==> src/timer_b_pkg.sv <==
// register map, field layout and counter modes of the type-B timer
// Notes on behaviour
// writing one to the capture event flag clears it; zero leaves it
// in capture modes, reading the capture register also clears the flag
// periodic, time-out and single-shot modes flag when count equals top
// frequency mode: on edge copy count, restart from zero, set flag
// capture-on-event mode flags whenever an event edge loads the capture register; a bus write to it loads it without setting the flag
// pulse-width mode: one edge restarts, opposite edge captures and flags
// frequency plus width mode flags on second active edge, counter stops
// eight-bit pwm uses low compare byte as top and flags on match
// run state bit 0 shows running, is read-only, debug cannot set it
// debug-run zero halts timer and ignores events while cpu halted
// one shared byte latch lets 16-bit values move as a whole
// count low byte at index 0x0a, high byte at next index
// bus write to count wins over a coinciding internal update
// capture value low byte at index 0x0c, high byte at next index
// a capture loads the count present at the moment of capture
// periodic, time-out and single-shot modes use capture register as top
// in eight-bit pwm the two capture bytes are independent registers
// three-bit mode field decodes the eight counter modes
// capture interrupt enable bit lets the flag raise an interrupt
// interrupt request is flag and enable, held until flag clears
`default_nettype none
package timer_b_pkg;
    // ------------------------------------------------------------
    // register indices (byte address is four times the index)
    // ------------------------------------------------------------
    localparam logic [3:0] IDX_CONTROL_FIRST = 4'h0;
    localparam logic [3:0] IDX_CONTROL_SECOND = 4'h1;
    localparam logic [3:0] IDX_EVENT_CONTROL = 4'h4;
    localparam logic [3:0] IDX_INTERRUPT_CONTROL = 4'h5;
    localparam logic [3:0] IDX_CAPTURE_EVENT_FLAGS = 4'h6;
    localparam logic [3:0] IDX_RUN_STATE = 4'h7;
    localparam logic [3:0] IDX_DEBUG_HALT_CONTROL = 4'h8;
    localparam logic [3:0] IDX_WIDE_ACCESS_BYTE_LATCH = 4'h9;
    localparam logic [3:0] HIGH_BYTE_STEP = 4'h1;
    localparam logic [3:0] IDX_COUNTER_LOW = 4'ha;
    localparam logic [3:0] IDX_COUNTER_HIGH = IDX_COUNTER_LOW + HIGH_BYTE_STEP;
    localparam logic [3:0] IDX_CAPTURE_LOW = 4'hc;
    localparam logic [3:0] IDX_CAPTURE_HIGH = IDX_CAPTURE_LOW + HIGH_BYTE_STEP;
    // ------------------------------------------------------------
    // field positions
    // ------------------------------------------------------------
    localparam int ENABLE_BIT = 0;
    localparam int MODE_LSB = 0;
    localparam int MODE_MSB = 2;
    localparam int EDGE_BIT = 4;
    localparam int CAPTURE_EI_BIT = 0;
    localparam int CAPTURE_IE_BIT = 0;
    localparam int CAPTURE_FLAG_BIT = 0;
    localparam int RUN_BIT = 0;
    localparam int DEBUG_RUN_BIT = 0;
    // ------------------------------------------------------------
    // reset values and bus answers
    // ------------------------------------------------------------
    localparam logic [15:0] WORD_RESET = 16'h0000;
    localparam logic [7:0] BYTE_RESET = 8'h00;
    localparam logic [1:0] RESP_OKAY = 2'h0;
    localparam logic [1:0] RESP_SLVERR = 2'h2;
    // counter modes in field order
    typedef enum logic [2:0] {
        periodic_mode,
        timeout_mode,
        capture_mode,
        frequency_mode,
        pulse_width_mode,
        freq_and_width_mode,
        single_shot_mode,
        eight_bit_pwm_mode
    } counter_mode_t;
    // phases of the frequency plus width measurement
    typedef enum logic [1:0] {
        fpw_idle,
        fpw_counting,
        fpw_captured,
        fpw_stopped
    } fpw_phase_t;
endpackage : timer_b_pkg
`default_nettype wire

==> src/timer_b_flags_count_capture_regs.sv <==
// type-B timer counter, capture flag and byte-latched registers on axi4-lite
`timescale 1ns/10ps
`default_nettype none
module timer_b_flags_count_capture_regs
    import timer_b_pkg::*;
(
    input wire logic clk,
    input wire logic arst_n,
    input wire logic [7:0] s_axi_awaddr,
    input wire logic s_axi_awvalid,
    output logic s_axi_awready,
    input wire logic [31:0] s_axi_wdata,
    input wire logic [3:0] s_axi_wstrb,
    input wire logic s_axi_wvalid,
    output logic s_axi_wready,
    output logic [1:0] s_axi_bresp,
    output logic s_axi_bvalid,
    input wire logic s_axi_bready,
    input wire logic [7:0] s_axi_araddr,
    input wire logic s_axi_arvalid,
    output logic s_axi_arready,
    output logic [31:0] s_axi_rdata,
    output logic [1:0] s_axi_rresp,
    output logic s_axi_rvalid,
    input wire logic s_axi_rready,
    input wire logic event_in,
    input wire logic debug_halt,
    output logic irq
);
    // ------------------------------------------------------------
    // state
    // ------------------------------------------------------------
    typedef struct packed {
        logic [15:0] count;
        logic [15:0] cap_top;
        logic [7:0] byte_latch;
        counter_mode_t mode;
        logic enable;
        logic edge_sel;
        logic capture_ei;
        logic capture_ie;
        logic capture_event_flag;
        logic run_while_halted;
        logic running;
        logic ev_prev;
        fpw_phase_t fpw;
        logic aw_full;
        logic [7:0] aw_addr;
        logic w_full;
        logic [7:0] w_byte;
        logic w_lane;
        logic bvalid;
        logic [1:0] bresp;
        logic rvalid;
        logic [7:0] rdata;
        logic [1:0] rresp;
    } state_t;

    state_t st;
    state_t next_st;

    // decode a byte address into {hit, index}
    function automatic logic [4:0] decode(input logic [7:0] addr);
        logic [3:0] idx;
        logic hit;
        idx = addr[5:2];
        unique case (idx)
            4'h2, 4'h3, 4'he, 4'hf: hit = 1'b0;
            default: hit = (addr[7:6] == 2'h0);
        endcase
        return {hit, idx};
    endfunction : decode

    // true for the modes that load the capture register from an edge
    function automatic logic is_capture(input counter_mode_t m);
        return (m == capture_mode) || (m == frequency_mode) ||
            (m == pulse_width_mode) || (m == freq_and_width_mode);
    endfunction : is_capture

    logic halted;
    logic ev_ok;
    logic ev_active;
    logic ev_opposite;
    logic aw_take;
    logic w_take;
    logic do_wr;
    logic [7:0] wr_addr;
    logic [7:0] wr_byte;
    logic wr_lane;
    logic [4:0] wr_dec;
    logic wr_en;
    logic do_rd;
    logic [4:0] rd_dec;
    logic count_bus_wr;
    logic cap_bus_wr;
    logic flag_set;
    logic flag_clr;
    logic [15:0] count_inc;
    logic top_hit;
    logic pwm_hit;

    // ------------------------------------------------------------
    // bus handshakes and event edges
    // ------------------------------------------------------------
    assign s_axi_awready = ~st.aw_full & ~st.bvalid;
    assign s_axi_wready = ~st.w_full & ~st.bvalid;
    assign s_axi_arready = ~st.rvalid;
    assign s_axi_bvalid = st.bvalid;
    assign s_axi_bresp = st.bresp;
    assign s_axi_rvalid = st.rvalid;
    assign s_axi_rresp = st.rresp;
    assign s_axi_rdata = {24'h000000, st.rdata};
    assign aw_take = s_axi_awvalid & s_axi_awready;
    assign w_take = s_axi_wvalid & s_axi_wready;
    assign do_wr = (st.aw_full | aw_take) & (st.w_full | w_take);
    assign wr_addr = st.aw_full ? st.aw_addr : s_axi_awaddr;
    assign wr_byte = st.w_full ? st.w_byte : s_axi_wdata[7:0];
    assign wr_lane = st.w_full ? st.w_lane : s_axi_wstrb[0];
    assign wr_dec = decode(wr_addr);
    assign wr_en = do_wr & wr_dec[4] & wr_lane;
    assign do_rd = s_axi_arvalid & s_axi_arready;
    assign rd_dec = decode(s_axi_araddr);
    assign count_bus_wr = wr_en & (wr_dec[3:0] == IDX_COUNTER_HIGH);
    assign cap_bus_wr = wr_en & ((wr_dec[3:0] == IDX_CAPTURE_HIGH) |
        ((wr_dec[3:0] == IDX_CAPTURE_LOW) & (st.mode == eight_bit_pwm_mode)));
    // debug halt freezes counting and drops events unless debug-run is set
    assign halted = debug_halt & ~st.run_while_halted;
    assign ev_ok = st.capture_ei & ~halted;
    assign ev_active = ev_ok & (st.edge_sel ? (st.ev_prev & ~event_in)
        : (event_in & ~st.ev_prev));
    assign ev_opposite = ev_ok & (st.edge_sel ? (event_in & ~st.ev_prev)
        : (st.ev_prev & ~event_in));
    assign count_inc = st.count + 16'h0001;
    assign top_hit = (st.count == st.cap_top);
    assign pwm_hit = (st.count[7:0] == st.cap_top[7:0]);
    assign irq = st.capture_event_flag & st.capture_ie;

    // ------------------------------------------------------------
    // next state
    // ------------------------------------------------------------
    always_comb begin
        next_st = st;
        flag_set = 1'b0;
        flag_clr = 1'b0;
        next_st.ev_prev = event_in;
        if (st.mode != freq_and_width_mode) begin
            next_st.fpw = fpw_idle;
        end
        // counting engine, one branch per mode
        if (!st.enable) begin
            next_st.running = 1'b0;
            next_st.fpw = fpw_idle;
        end else if (!halted) begin
            unique case (st.mode)
                periodic_mode: begin
                    next_st.running = 1'b1;
                    if (st.running) begin
                        next_st.count = top_hit ? WORD_RESET : count_inc;
                        flag_set = top_hit;
                    end
                end
                timeout_mode: begin
                    if (st.running) begin
                        next_st.count = top_hit ? WORD_RESET : count_inc;
                        flag_set = top_hit;
                    end
                    if (ev_active) begin
                        next_st.running = 1'b1;
                    end else if (ev_opposite) begin
                        next_st.running = 1'b0;
                    end
                end
                capture_mode: begin
                    next_st.running = 1'b1;
                    if (st.running) begin
                        next_st.count = count_inc;
                        if (ev_active) begin
                            next_st.cap_top = st.count;
                            flag_set = 1'b1;
                        end
                    end
                end
                frequency_mode: begin
                    next_st.running = 1'b1;
                    if (st.running) begin
                        next_st.count = count_inc;
                        if (ev_active) begin
                            next_st.cap_top = st.count;
                            next_st.count = WORD_RESET;
                            flag_set = 1'b1;
                        end
                    end
                end
                pulse_width_mode: begin
                    next_st.running = 1'b1;
                    if (st.running) begin
                        next_st.count = count_inc;
                        if (ev_active) begin
                            next_st.count = WORD_RESET;
                        end else if (ev_opposite) begin
                            next_st.cap_top = st.count;
                            flag_set = 1'b1;
                        end
                    end
                end
                freq_and_width_mode: begin
                    unique case (st.fpw)
                        fpw_idle: begin
                            if (ev_active) begin
                                next_st.count = WORD_RESET;
                                next_st.running = 1'b1;
                                next_st.fpw = fpw_counting;
                            end
                        end
                        fpw_counting: begin
                            next_st.count = count_inc;
                            if (ev_opposite) begin
                                next_st.cap_top = st.count;
                                next_st.fpw = fpw_captured;
                            end
                        end
                        fpw_captured: begin
                            next_st.count = count_inc;
                            if (ev_active) begin
                                next_st.count = st.count;
                                next_st.running = 1'b0;
                                flag_set = 1'b1;
                                next_st.fpw = fpw_stopped;
                            end
                        end
                        fpw_stopped: begin
                            // rearm once software has taken the result
                            if (!st.capture_event_flag) begin
                                next_st.fpw = fpw_idle;
                            end
                        end
                    endcase
                end
                single_shot_mode: begin
                    if (st.running) begin
                        next_st.count = top_hit ? WORD_RESET : count_inc;
                        flag_set = top_hit;
                        next_st.running = ~top_hit;
                    end else if (ev_active) begin
                        next_st.running = 1'b1;
                    end
                end
                eight_bit_pwm_mode: begin
                    next_st.running = 1'b1;
                    if (st.running) begin
                        next_st.count = {8'h00, pwm_hit ? BYTE_RESET : count_inc[7:0]};
                        flag_set = pwm_hit;
                    end
                end
            endcase
        end
        // read: answer and side effects on the shared latch
        if (st.rvalid && s_axi_rready) begin
            next_st.rvalid = 1'b0;
        end
        if (do_rd) begin
            next_st.rvalid = 1'b1;
            next_st.rresp = rd_dec[4] ? RESP_OKAY : RESP_SLVERR;
            next_st.rdata = BYTE_RESET;
            if (rd_dec[4]) begin
                unique case (rd_dec[3:0])
                    IDX_CONTROL_FIRST: next_st.rdata[ENABLE_BIT] = st.enable;
                    IDX_CONTROL_SECOND: next_st.rdata[MODE_MSB:MODE_LSB] = st.mode;
                    IDX_EVENT_CONTROL: begin
                        next_st.rdata[EDGE_BIT] = st.edge_sel;
                        next_st.rdata[CAPTURE_EI_BIT] = st.capture_ei;
                    end
                    IDX_INTERRUPT_CONTROL: next_st.rdata[CAPTURE_IE_BIT] = st.capture_ie;
                    IDX_CAPTURE_EVENT_FLAGS: begin
                        next_st.rdata[CAPTURE_FLAG_BIT] = st.capture_event_flag;
                    end
                    IDX_RUN_STATE: next_st.rdata[RUN_BIT] = st.running;
                    IDX_DEBUG_HALT_CONTROL: begin
                        next_st.rdata[DEBUG_RUN_BIT] = st.run_while_halted;
                    end
                    IDX_WIDE_ACCESS_BYTE_LATCH: next_st.rdata = st.byte_latch;
                    IDX_COUNTER_LOW: begin
                        next_st.rdata = st.count[7:0];
                        next_st.byte_latch = st.count[15:8];
                    end
                    IDX_COUNTER_HIGH: next_st.rdata = st.byte_latch;
                    IDX_CAPTURE_LOW: begin
                        next_st.rdata = st.cap_top[7:0];
                        if (st.mode != eight_bit_pwm_mode) begin
                            next_st.byte_latch = st.cap_top[15:8];
                        end
                        flag_clr = is_capture(st.mode);
                    end
                    default: begin
                        next_st.rdata = (st.mode == eight_bit_pwm_mode) ?
                            st.cap_top[15:8] : st.byte_latch;
                    end
                endcase
            end
        end
        // write: hold address and data until both are in
        next_st.aw_full = (st.aw_full | aw_take) & ~do_wr;
        next_st.w_full = (st.w_full | w_take) & ~do_wr;
        if (aw_take) begin
            next_st.aw_addr = s_axi_awaddr;
        end
        if (w_take) begin
            next_st.w_byte = s_axi_wdata[7:0];
            next_st.w_lane = s_axi_wstrb[0];
        end
        if (st.bvalid && s_axi_bready) begin
            next_st.bvalid = 1'b0;
        end
        if (do_wr) begin
            next_st.bvalid = 1'b1;
            next_st.bresp = wr_dec[4] ? RESP_OKAY : RESP_SLVERR;
        end
        // register writes other than the flag clear land last so they win over the engine
        if (wr_en) begin
            unique case (wr_dec[3:0])
                IDX_CONTROL_FIRST: next_st.enable = wr_byte[ENABLE_BIT];
                IDX_CONTROL_SECOND: begin
                    next_st.mode = counter_mode_t'(wr_byte[MODE_MSB:MODE_LSB]);
                end
                IDX_EVENT_CONTROL: begin
                    next_st.edge_sel = wr_byte[EDGE_BIT];
                    next_st.capture_ei = wr_byte[CAPTURE_EI_BIT];
                end
                IDX_INTERRUPT_CONTROL: next_st.capture_ie = wr_byte[CAPTURE_IE_BIT];
                IDX_CAPTURE_EVENT_FLAGS: flag_clr = flag_clr | wr_byte[CAPTURE_FLAG_BIT];
                IDX_RUN_STATE: next_st.running = next_st.running;
                IDX_DEBUG_HALT_CONTROL: begin
                    next_st.run_while_halted = wr_byte[DEBUG_RUN_BIT];
                end
                IDX_WIDE_ACCESS_BYTE_LATCH: next_st.byte_latch = wr_byte;
                IDX_COUNTER_LOW: next_st.byte_latch = wr_byte;
                IDX_COUNTER_HIGH: next_st.count = {wr_byte, st.byte_latch};
                IDX_CAPTURE_LOW: begin
                    if (st.mode == eight_bit_pwm_mode) begin
                        next_st.cap_top[7:0] = wr_byte;
                    end else begin
                        next_st.byte_latch = wr_byte;
                    end
                end
                default: begin
                    if (st.mode == eight_bit_pwm_mode) begin
                        next_st.cap_top[15:8] = wr_byte;
                    end else begin
                        next_st.cap_top = {wr_byte, st.byte_latch};
                    end
                end
            endcase
        end
        // hardware set wins over a clear in the same cycle
        next_st.capture_event_flag = (st.capture_event_flag & ~flag_clr) | flag_set;
    end

    // ------------------------------------------------------------
    // state register
    // ------------------------------------------------------------
    always_ff @(posedge clk or negedge arst_n) begin
        if (!arst_n) begin
            st <= '0;
        end else begin
            st <= next_st;
        end
    end
endmodule : timer_b_flags_count_capture_regs
`default_nettype wire

==> config.mk <==
export PLATFORM = sky130hd
export DESIGN_NAME = timer_b_flags_count_capture_regs
export DESIGN_NICKNAME = d
export VERILOG_FILES = /design/src/timer_b_pkg.sv /design/src/timer_b_flags_count_capture_regs.sv
export SDC_FILE = /design/constraint.sdc
export NUM_CORES = 1
export LEC_CHECK = 0
export ABC_AREA = 1
export ABC_CLOCK_PERIOD_IN_PS = 2200
export CORE_AREA = 5 5 147 149
export CTS_CLUSTER_DIAMETER = 50
export DETAILED_ROUTE_END_ITERATION = 6
export DIE_AREA = 0 0 152 154
export DONT_BUFFER_PORTS = 1
export SLEW_MARGIN = 20
export SYNTH_ARGS = -nofsm -noshare
export SYNTH_HDL_FRONTEND = slang
export SYNTH_SLANG_ARGS = --single-unit
==> constraint.sdc <==
create_clock -name clk -period 2.2 [get_ports clk]
set_input_delay 0.33 -clock clk [delete_from_list [all_inputs] [get_ports clk]]
set_output_delay 0.33 -clock clk [all_outputs]
set_load 0.05 [all_outputs]
---- Word-level counts from Yosys, hierarchy flattened ----
Cells that the tools add are included.
word-level totals
  bits in registers ....................... 86
  input bits .............................. 61
  output and inout port bits .............. 42
  word-level logic and storage cells ...... 219
cells by class
  add/subtract/negate cells ............... 1
  equal/unequal tests ..................... 42
  muxes and demuxes ....................... 90
  bitwise operators ....................... 33
  reductions and logical operators ........ 30
operators with widths
  kind                                                             number
  32-bit two-way mux                                               6
  16-bit two-way mux                                               11
  8-bit two-way mux                                                12
  16-bit case mux with 6 select lines                              1
  16-bit case mux with 4 select lines                              1
  4-bit == test, second input constant                             14
  16-bit case mux with 3 select lines                              1
  8-bit case mux with 2 select lines                               3
  47-bit two-way mux                                               1
  4-bit by 3-bit == test with 1-bit output, second input constant  8
  1-bit two-way mux                                                31
  2-bit two-way mux                                                11
  1-bit bitwise AND                                                18
  16-bit by 1-bit adder with 16-bit output, second input constant  1
  16-bit == test                                                   1
  4-bit by 2-bit == test with 1-bit output, second input constant  4
  3-bit == test, second input constant                             4
  3-bit case mux with 4 select lines                               1
  6-bit OR reduction                                               2
  11-bit two-way mux                                               1
  1-bit inverter                                                   11
  11-bit OR reduction                                              1
  1-bit case mux with 10 select lines                              1
  1-bit case mux with 5 select lines                               2
  26 further kinds                                                 49

---- Logic depth before layout (Yosys ltp) ----
Gate-level depths: netlist (run 1).
  depth in word-level cells ............... 14
  mapped depth ............................ 17
  mapped depth without buffers ............ 16

---- Worst setup path before layout (run 1) ----
No wires, ideal clock.
  path kind ............................... register to register
  start point ............................. register st, in the netlist s_axi_bvalid
  end point ............................... register st[66] (netlist bit)
  setup time .............................. 117 ps
  data arrival time ....................... 2574 ps
  data required time ...................... 2083 ps
  path slack .............................. -491 ps
  cell stages (with the launch flop) ...... 14
  buffers on the path ..................... 1
  period minus slack after synthesis ...... 2691 ps
  cell sequence ........................... dfrtp_1 -> nor2_1 -> nand2_1 -> nand2_1 -> nand2_1 -> a21oi_1 -> nand2_1 -> inv_2 -> nand2_2 -> buf_6 -> nor2_4 -> inv_2 -> o21ai_1 -> inv_1
RTL lines
  element                   line                                     text
  start: declaration        timer_b_flags_count_capture_regs.sv:59   state_t st;
  start signal: assignment  timer_b_flags_count_capture_regs.sv:365  st <= next_st;

==> run metrics, run 1 <==
register bit total from synthesis=82; Critical Path RT=2500 ps; status=finished with violations; Remaining DRCs=0; pre-CTS setup slack=-39.27 ps; post-route insts no fill=1480; vias per std cell=slightly above 5; CTS tree=built; gr ovfl total=0; Synth Warn #=0; Final WS setup=about 50 ps; vias in the first global route=7104; post-synthesis cell area=between 0.007 and 0.008 mm2; Port Buffers=0; fill cell count=~2200; violated checks=negative hold slack; drt wl/cell=around 16 um; clock skew=9.087 ps; fmax=~0.47 GHz; leak pwr=a little over 4 nW; drt pass-1 iters=5; IO Pins=103; final setup fails=0; Slew Limit Fails=0; Root Driver=clkbuf_16; Die Width=between 150 and 200 um; Worst Path Max Fanout=8; post-synth cell types=50; Die Area=around 0.023 mm2; ys async rst share=100.0%; CP arrival=about 2500 ps; Die Span Y=about 150 um; first-pass GRT wire length=38690 um; Worst-Margin Slew=a little under 700 ps; IR drop worst, VDD=a little over 0.7 mV; mean post-synth cell area=~6.2 um2; Critical Path Sink Type=flip-flop; Layout Nets=about 1300; Site Rows=52; WS Path Type=reg2reg; TritonCTS Buffers=9; Worst-Skew Late Latency=between 300 and 400 ps; CTS clk-pin slew, worst paths=70 ps; clock buffer depth=2; Finished Cell Area=0.008254 mm2; Post-synth EDFFs=0; hold buffers post-CTS=1; list of most frequent post-synthesis cells=nand2_1 (388), inv_1 (133), dfrtp_1 (82); H-Tree Depth=3; antenna viol nets, final=0; Initial Utilization=35.67%; final WL=between 20000 and 25000 um; dominant synthesized flop cell=dfrtp_1; share of layout cells above drive strength 1=between 10% and 20%; RSZ-0062 raised after global routing=true; max-capacitance violation count=0; Post-Route Utilization=~41%; Synth Instances=~1200; sequential-to-total area share from yosys stat=roughly 29%; Core Region=approximately 0.02 mm2; initial antenna violation count=0; area delta synth->final=15.47%; count leader, synth=nand2_1; Worst Hold Class=in2async; GRT Util Overall=about a fifth; Worst setup SP type=flip-flop; Detailed Place HPWL=18630 um; pwr dens=between 1000 and 1500 mW/mm2; largest net degree at the start of global routing=83; Area after DPL=approximately 0.0077 mm2; fin crit period=between 2000 and 2500 ps; Hold WS=-333.3 ps; Final TNS setup=0 ps; fin crit share=between 90% and 100%; Final Hold Fails=82; slew margin rel.=a little over half; overall power=between 9 and 10 mW; number of DRC violations after detailed-routing iteration 0=601; cell count after placement=roughly 1500; Synth top area share=between 20% and 30%; gp weighted congestion=between 0.9 and 1; post-synth top area cell=dfrtp_1; Ant. Diodes=0; synth top area cells=dfrtp_1 (29%), nand2_1 (20%), inv_1 (7.0%); Clock Sinks=82; via count=~7600
worst max-delay path, stage by stage (launching register included):
cell and delay [ps]:
dfrtp_2 450, buf_4 170, nand3_2 110, o21ai_4 110, nor2_8 190, nand2_4 130
a21oi_4 180, buf_4 180, nand4_1 200, nand3_1 150, nand2_1 50, nand2_1 60
nand2_1 50, nand2_1 60
layout by cell type, fill, tap and decap left out, drive strengths merged, types with 3 or more instances in the layout:
master	Yosys	final
nand3	73	73
xor2	4	4
clkbuf	18	12
conb	1	26
nand2	398	398
o221ai	3	3
nor3	15	15
a211oi	3	3
o21ai	106	106
or2	10	10
dfrtp	82	82
clkinv	2	6
nor2	89	89
and2	3	3
o2111ai	3	3
o22ai	18	18
o211ai	3	3
a21oi	72	72
o31ai	7	7
a31oi	4	4
buf	58	89
nand4	14	14
mux2	8	8
inv	145	144
ha	3	3
report_power, final:
part / switching, mW / total (mW) / internal [mW]
registers: 0.738 / 2.76 / 2.02
clock network: 0.684 / 1.52 / 0.832
logic: 3.08 / 4.81 / 1.74
cell type report:
class / instances / area (um2) / area share [%]
multi-input cells: 874 / 4252 / 51.51
repair buffers: 91 / 743.2 / 9.004
well taps: 270 / 337.8 / 4.093
flip-flops and latches: 82 / 2068 / 25.06
clock buffers: 11 / 252.7 / 3.062
inverters: 147 / 564.3 / 6.836
clock inverters: 5 / 36.28 / 0.4396
worst paths after layout:
path / start / end / cells past startpoint / slack [ps]
max: st[45] / st[55] / 13 / 50
min: arst_n / st[33] / 0 / -330
max reg2reg: st[45] / st[55] / 13 / 50
min reg2reg: st[30] / st[30] / 2 / 480
max in group asynchronous: arst_n / st[83] / 0 / 2270
min in group clk: s_axi_bready / s_axi_bvalid / 1 / 60
timing repair:
action / 4_1_cts / 5_1_grt
setup buffers: 1 / 8
hold endpoints to repair: 83 / 82
cloned: 0 / 1
resized for setup: 2 / 48
pin swaps: 0 / 20
setup endpoints to repair: 6 / 43
per-layer routing:
| layer | track usage, % | wire (um) | up-vias |
|---|---|---|---|
| met5 | 0 | 0 | - |
| met4 | 7.877 | 765 | 0 |
| met3 | 3.513 | 1663 | 44 |
| met2 | 32.94 | 11150 | 255 |
| met1 | 27.57 | 10790 | 3541 |
| li1 | - | - | 3769 |
cells by family after synthesis:
logic type / share of synthesized area [%]
and+or+nand+nor: 36.22
AOI/OAI and AO/OA: 17.84
buffers and inverters: 14.67
DFF: 28.71
muxes: 1.260
xor gates and xnor gates: 0.7352
adders and majority gates: 0.5252
other: 0.05246
registers in the layout, summed over array words and instances, names as in the netlist:
name,cells
st,70
s_axi_rdata,8
s_axi_bresp,1
s_axi_bvalid,1
s_axi_rresp,1
s_axi_rvalid,1
(Power assumes the default switching activity.)
==> run 2, diff against run 1 <==
--- a/config.mk
+++ b/config.mk
@@ -5,12 +5,11 @@
 export SDC_FILE = /design/constraint.sdc
 export NUM_CORES = 1
 export LEC_CHECK = 0
-export ABC_AREA = 1
 export ABC_CLOCK_PERIOD_IN_PS = 2200
-export CORE_AREA = 5 5 147 149
+export CORE_AREA = 2 2 133 135
 export CTS_CLUSTER_DIAMETER = 50
 export DETAILED_ROUTE_END_ITERATION = 6
-export DIE_AREA = 0 0 152 154
+export DIE_AREA = 0 0 135 137
 export DONT_BUFFER_PORTS = 1
 export SLEW_MARGIN = 20
 export SYNTH_ARGS = -nofsm -noshare
==> run 2 against run 1 <==
The flow finishes with violations (design-rule violations, negative hold slack). Non-clock buffer count decreased by 1. Via count decreased by 25%. Die area decreased by 21%. Synthesized cell count decreased by 41%. Clock power about the same. Design area decreased by 14%. Critical endpoint is now st[49].
==> run metrics, run 2 <==
Critical Path RT=2430 ps (-70 ps); drt pass-1 iters=7 (+2); antenna viol nets, final=0 (unchanged); Die Width=135 um (-11%); register area=0.002053 mm2 (-0.73%); WS Path Type=reg2reg; worst reg-to-reg path cell count=7 (-6); Core Region=0.01706 mm2 (-15%); GRT Util Overall=21.16% (+0.68 points); max-capacitance violation count=0 (unchanged); R2R Setup Slk=40 ps (about the same); Remaining DRCs=5 (+5); CTS clk-pin slew, worst paths=60 ps (about the same); final setup fails=0 (unchanged); register bit total from synthesis=82 (unchanged); hold buffers post-CTS=1 (unchanged); TritonCTS Buffers=9 (unchanged); IO Pins=103 (unchanged); via count=5673 (-25%); Worst Hold Class=in2async; max reg flops=70 (unchanged); fin crit period=2155 ps (+4.825 ps); commonest non-fill, non-tap cells in the layout=buf_4 (82), dfrtp_1 (81), nand2_1 (52); violated checks=design-rule violations, negative hold slack; Finished Cell Area=0.007097 mm2 (-14%); Site Rows=48 (-7.7%); gp weighted congestion=1.007 (+3.1%); drt wl/cell=20.05 um (+22%); fin crit share=97.96% (+0.22 points); Worst Path Max Fanout=7 (-1); Root Driver=clkbuf_16; mean post-synth cell area=8.883 um2 (+43%); Clock Sinks=82 (unchanged); Worst setup SP type=flip-flop; pre-CTS setup slack=-1.163 ps (+38.11 ps); Synth top area share=33.92% (+5.2 points); Synth Warn #=0 (unchanged); Critical Path Sink Type=flip-flop; multi-input logic area=0.003656 mm2 (-14%); vias in the first global route=5436 (-23%); CTS tree=built; initial antenna violation count=0 (unchanged); sequential-to-total area share from yosys stat=33.92% (+5.2 points); RSZ-0062 raised after global routing=true; post-route insts no fill=955 (-35%); dominant synthesized flop cell=dfrtp_1; Final WS setup=44.93 ps (-4.825 ps); Die Area=0.01850 mm2 (-21%); Initial Utilization=35.47% (-0.20 points); Hold WS=-324.0 ps (+9.337 ps); Post-synth EDFFs=0 (unchanged); post-synthesis cell area=0.006050 mm2 (-15%); Port Buffers=0 (unchanged); Ant. Diodes=0 (unchanged); clock skew=7.394 ps (-1.693 ps); Worst-Margin Slew=557.9 ps (-131.7 ps); worst flop-to-flop path endpoint=st[49]; count leader, synth=dfrtp_1; post-synth top area cell=dfrtp_1; Layout Nets=790 (-38%); slew margin rel.=62.46% (+8.4 points); vias per std cell=5.940 (+16%); number of DRC violations after detailed-routing iteration 0=609 (+1.3%); Final Hold Fails=82 (unchanged); leading cell type in the layout, fill and taps excluded=buf_4; largest register by flop count=st; post-synth cell types=75 (+50%); cell count after placement=938 (-35%); H-Tree Depth=3 (unchanged); fill cell count=1701 (-23%); pwr dens=1075 mW/mm2 (-2.4%); clock buffer depth=2 (unchanged); Slew Limit Fails=0 (unchanged); first-pass GRT wire length=30070 um (-22%); FF-to-FF Start=st[32]; status=finished with violations; Die Span Y=137 um (-11%); area delta synth->final=17.31%; Synth Instances=681 (-41%); Worst-Skew Late Latency=350 ps (about the same); Area after DPL=0.006658 mm2 (-14%); IR drop worst, VDD=0.6864 mV (-4.3%); CP arrival=2390 ps (-60 ps); largest net degree at the start of global routing=83 (unchanged); final WL=19150 um (-21%); share of layout cells above drive strength 1=23.42% (+6.4 points); Detailed Place HPWL=14190 um (-24%); ys async rst share=100.0% (unchanged); gr ovfl total=0 (unchanged); leak pwr=3.049 nW (-26%); fmax=0.4640 GHz (-0.22%); list of most frequent post-synthesis cells=dfrtp_1 (82), nand2_1 (52), nor2_1 (46), o21ai_0 (46), buf_4 (37); synth top area cells=dfrtp_1 (34%), mux2i_1 (6.0%), mux2_2 (6.0%)
-- run 2: worst max path at each step --
stage	startpoint	to	slack, ps	cells past startpoint
2_1_floorplan	st[32]	st[46]	-20	6
4_1_cts	st[32]	st[49]	2	7
6_report	st[32]	st[49]	40	7
3_5_place_dp	st[32]	st[40]	-1	6
3_3_place_gp	st[32]	st[41]	30	6
5_1_grt	st[35]	st[70]	-20	9
-- run 2: power breakdown --
part	switching [mW]	leakage [nW]	total, mW	internal (mW)
registers	0.667	1.06	2.66	2.00
logic	1.87	1.85	3.41	1.54
clock network	0.646	0.142	1.55	0.907
-- run 2: critical path, stage by stage, from the launching register on --
cell	delay, ps
dfrtp_2	440
buf_6	130
mux2_4	310
xnor2_2	150
or2_4	240
and2b_2	220
o2111ai_4	210
mux2_4	340
-- run 2: per-stage QoR --
| step | util (%) | power [mW] | hold slack [ps] | setup TNS, ps |
|---|---|---|---|---|
| final | 41.61 | 7.630 | -324.0 | 0 |
| after detailed placement | 39.03 | 5.947 | 37.43 | -1.163 |
| after global routing | 41.61 | 8.050 | -341.5 | -72.41 |
| after floorplan | - | 4.733 | 34.41 | -97.36 |
| after global placement | 39.03 | 5.848 | 36.91 | 0 |
| after CTS | 40.87 | 7.532 | -336.0 | 0 |
-- run 2: what timing repair did --
action | in CTS | in global routing
resized for setup | 2 | 20
cloned | 0 | 1
buffers inserted | 0 | 1
hold endpoints to repair | 83 | 82
endpoints found under the setup margin | 9 | 25
pin swaps | 1 | 7
-- run 2: metal layers --
layer | wire, um | share of wire (%) | vias to the layer above | GRT usage, %
met1 | 8139 | 43 | 2770 | 28.26
li1 | - | - | 2550 | -
met5 | 0 | 0 | - | 0
met3 | 1631 | 8.5 | 52 | 4.815
met2 | 8645 | 45 | 301 | 32.85
met4 | 730 | 3.8 | 0 | 9.259
-- run 2: cell families (layout without fill, tap and decap cells) --
logic type / after synthesis / in the layout / share of synthesized area (%)
adders and majority gates: 3 / 3 / 0.6205
xor gates and xnor gates: 21 / 21 / 3.040
AOI/OAI and AO/OA: 190 / 190 / 21.97
muxes: 76 / 76 / 13.77
buffers and inverters: 98 / 122 / 8.893
and+or+nand+nor: 210 / 210 / 17.73
DFF: 82 / 82 / 33.92
other: 1 / 26 / 0.06199
-- run 2: layout make-up --
type                            instances  area share (%)
Clock inverter                          4          0.7228
Multi-Input combinational cell        526           51.52
Inverter                               17          0.9520
Clock buffer                           11           3.420
Sequential cell                        82           28.93
Tap cell                              225           3.967
Timing Repair Buffer                   90           10.49
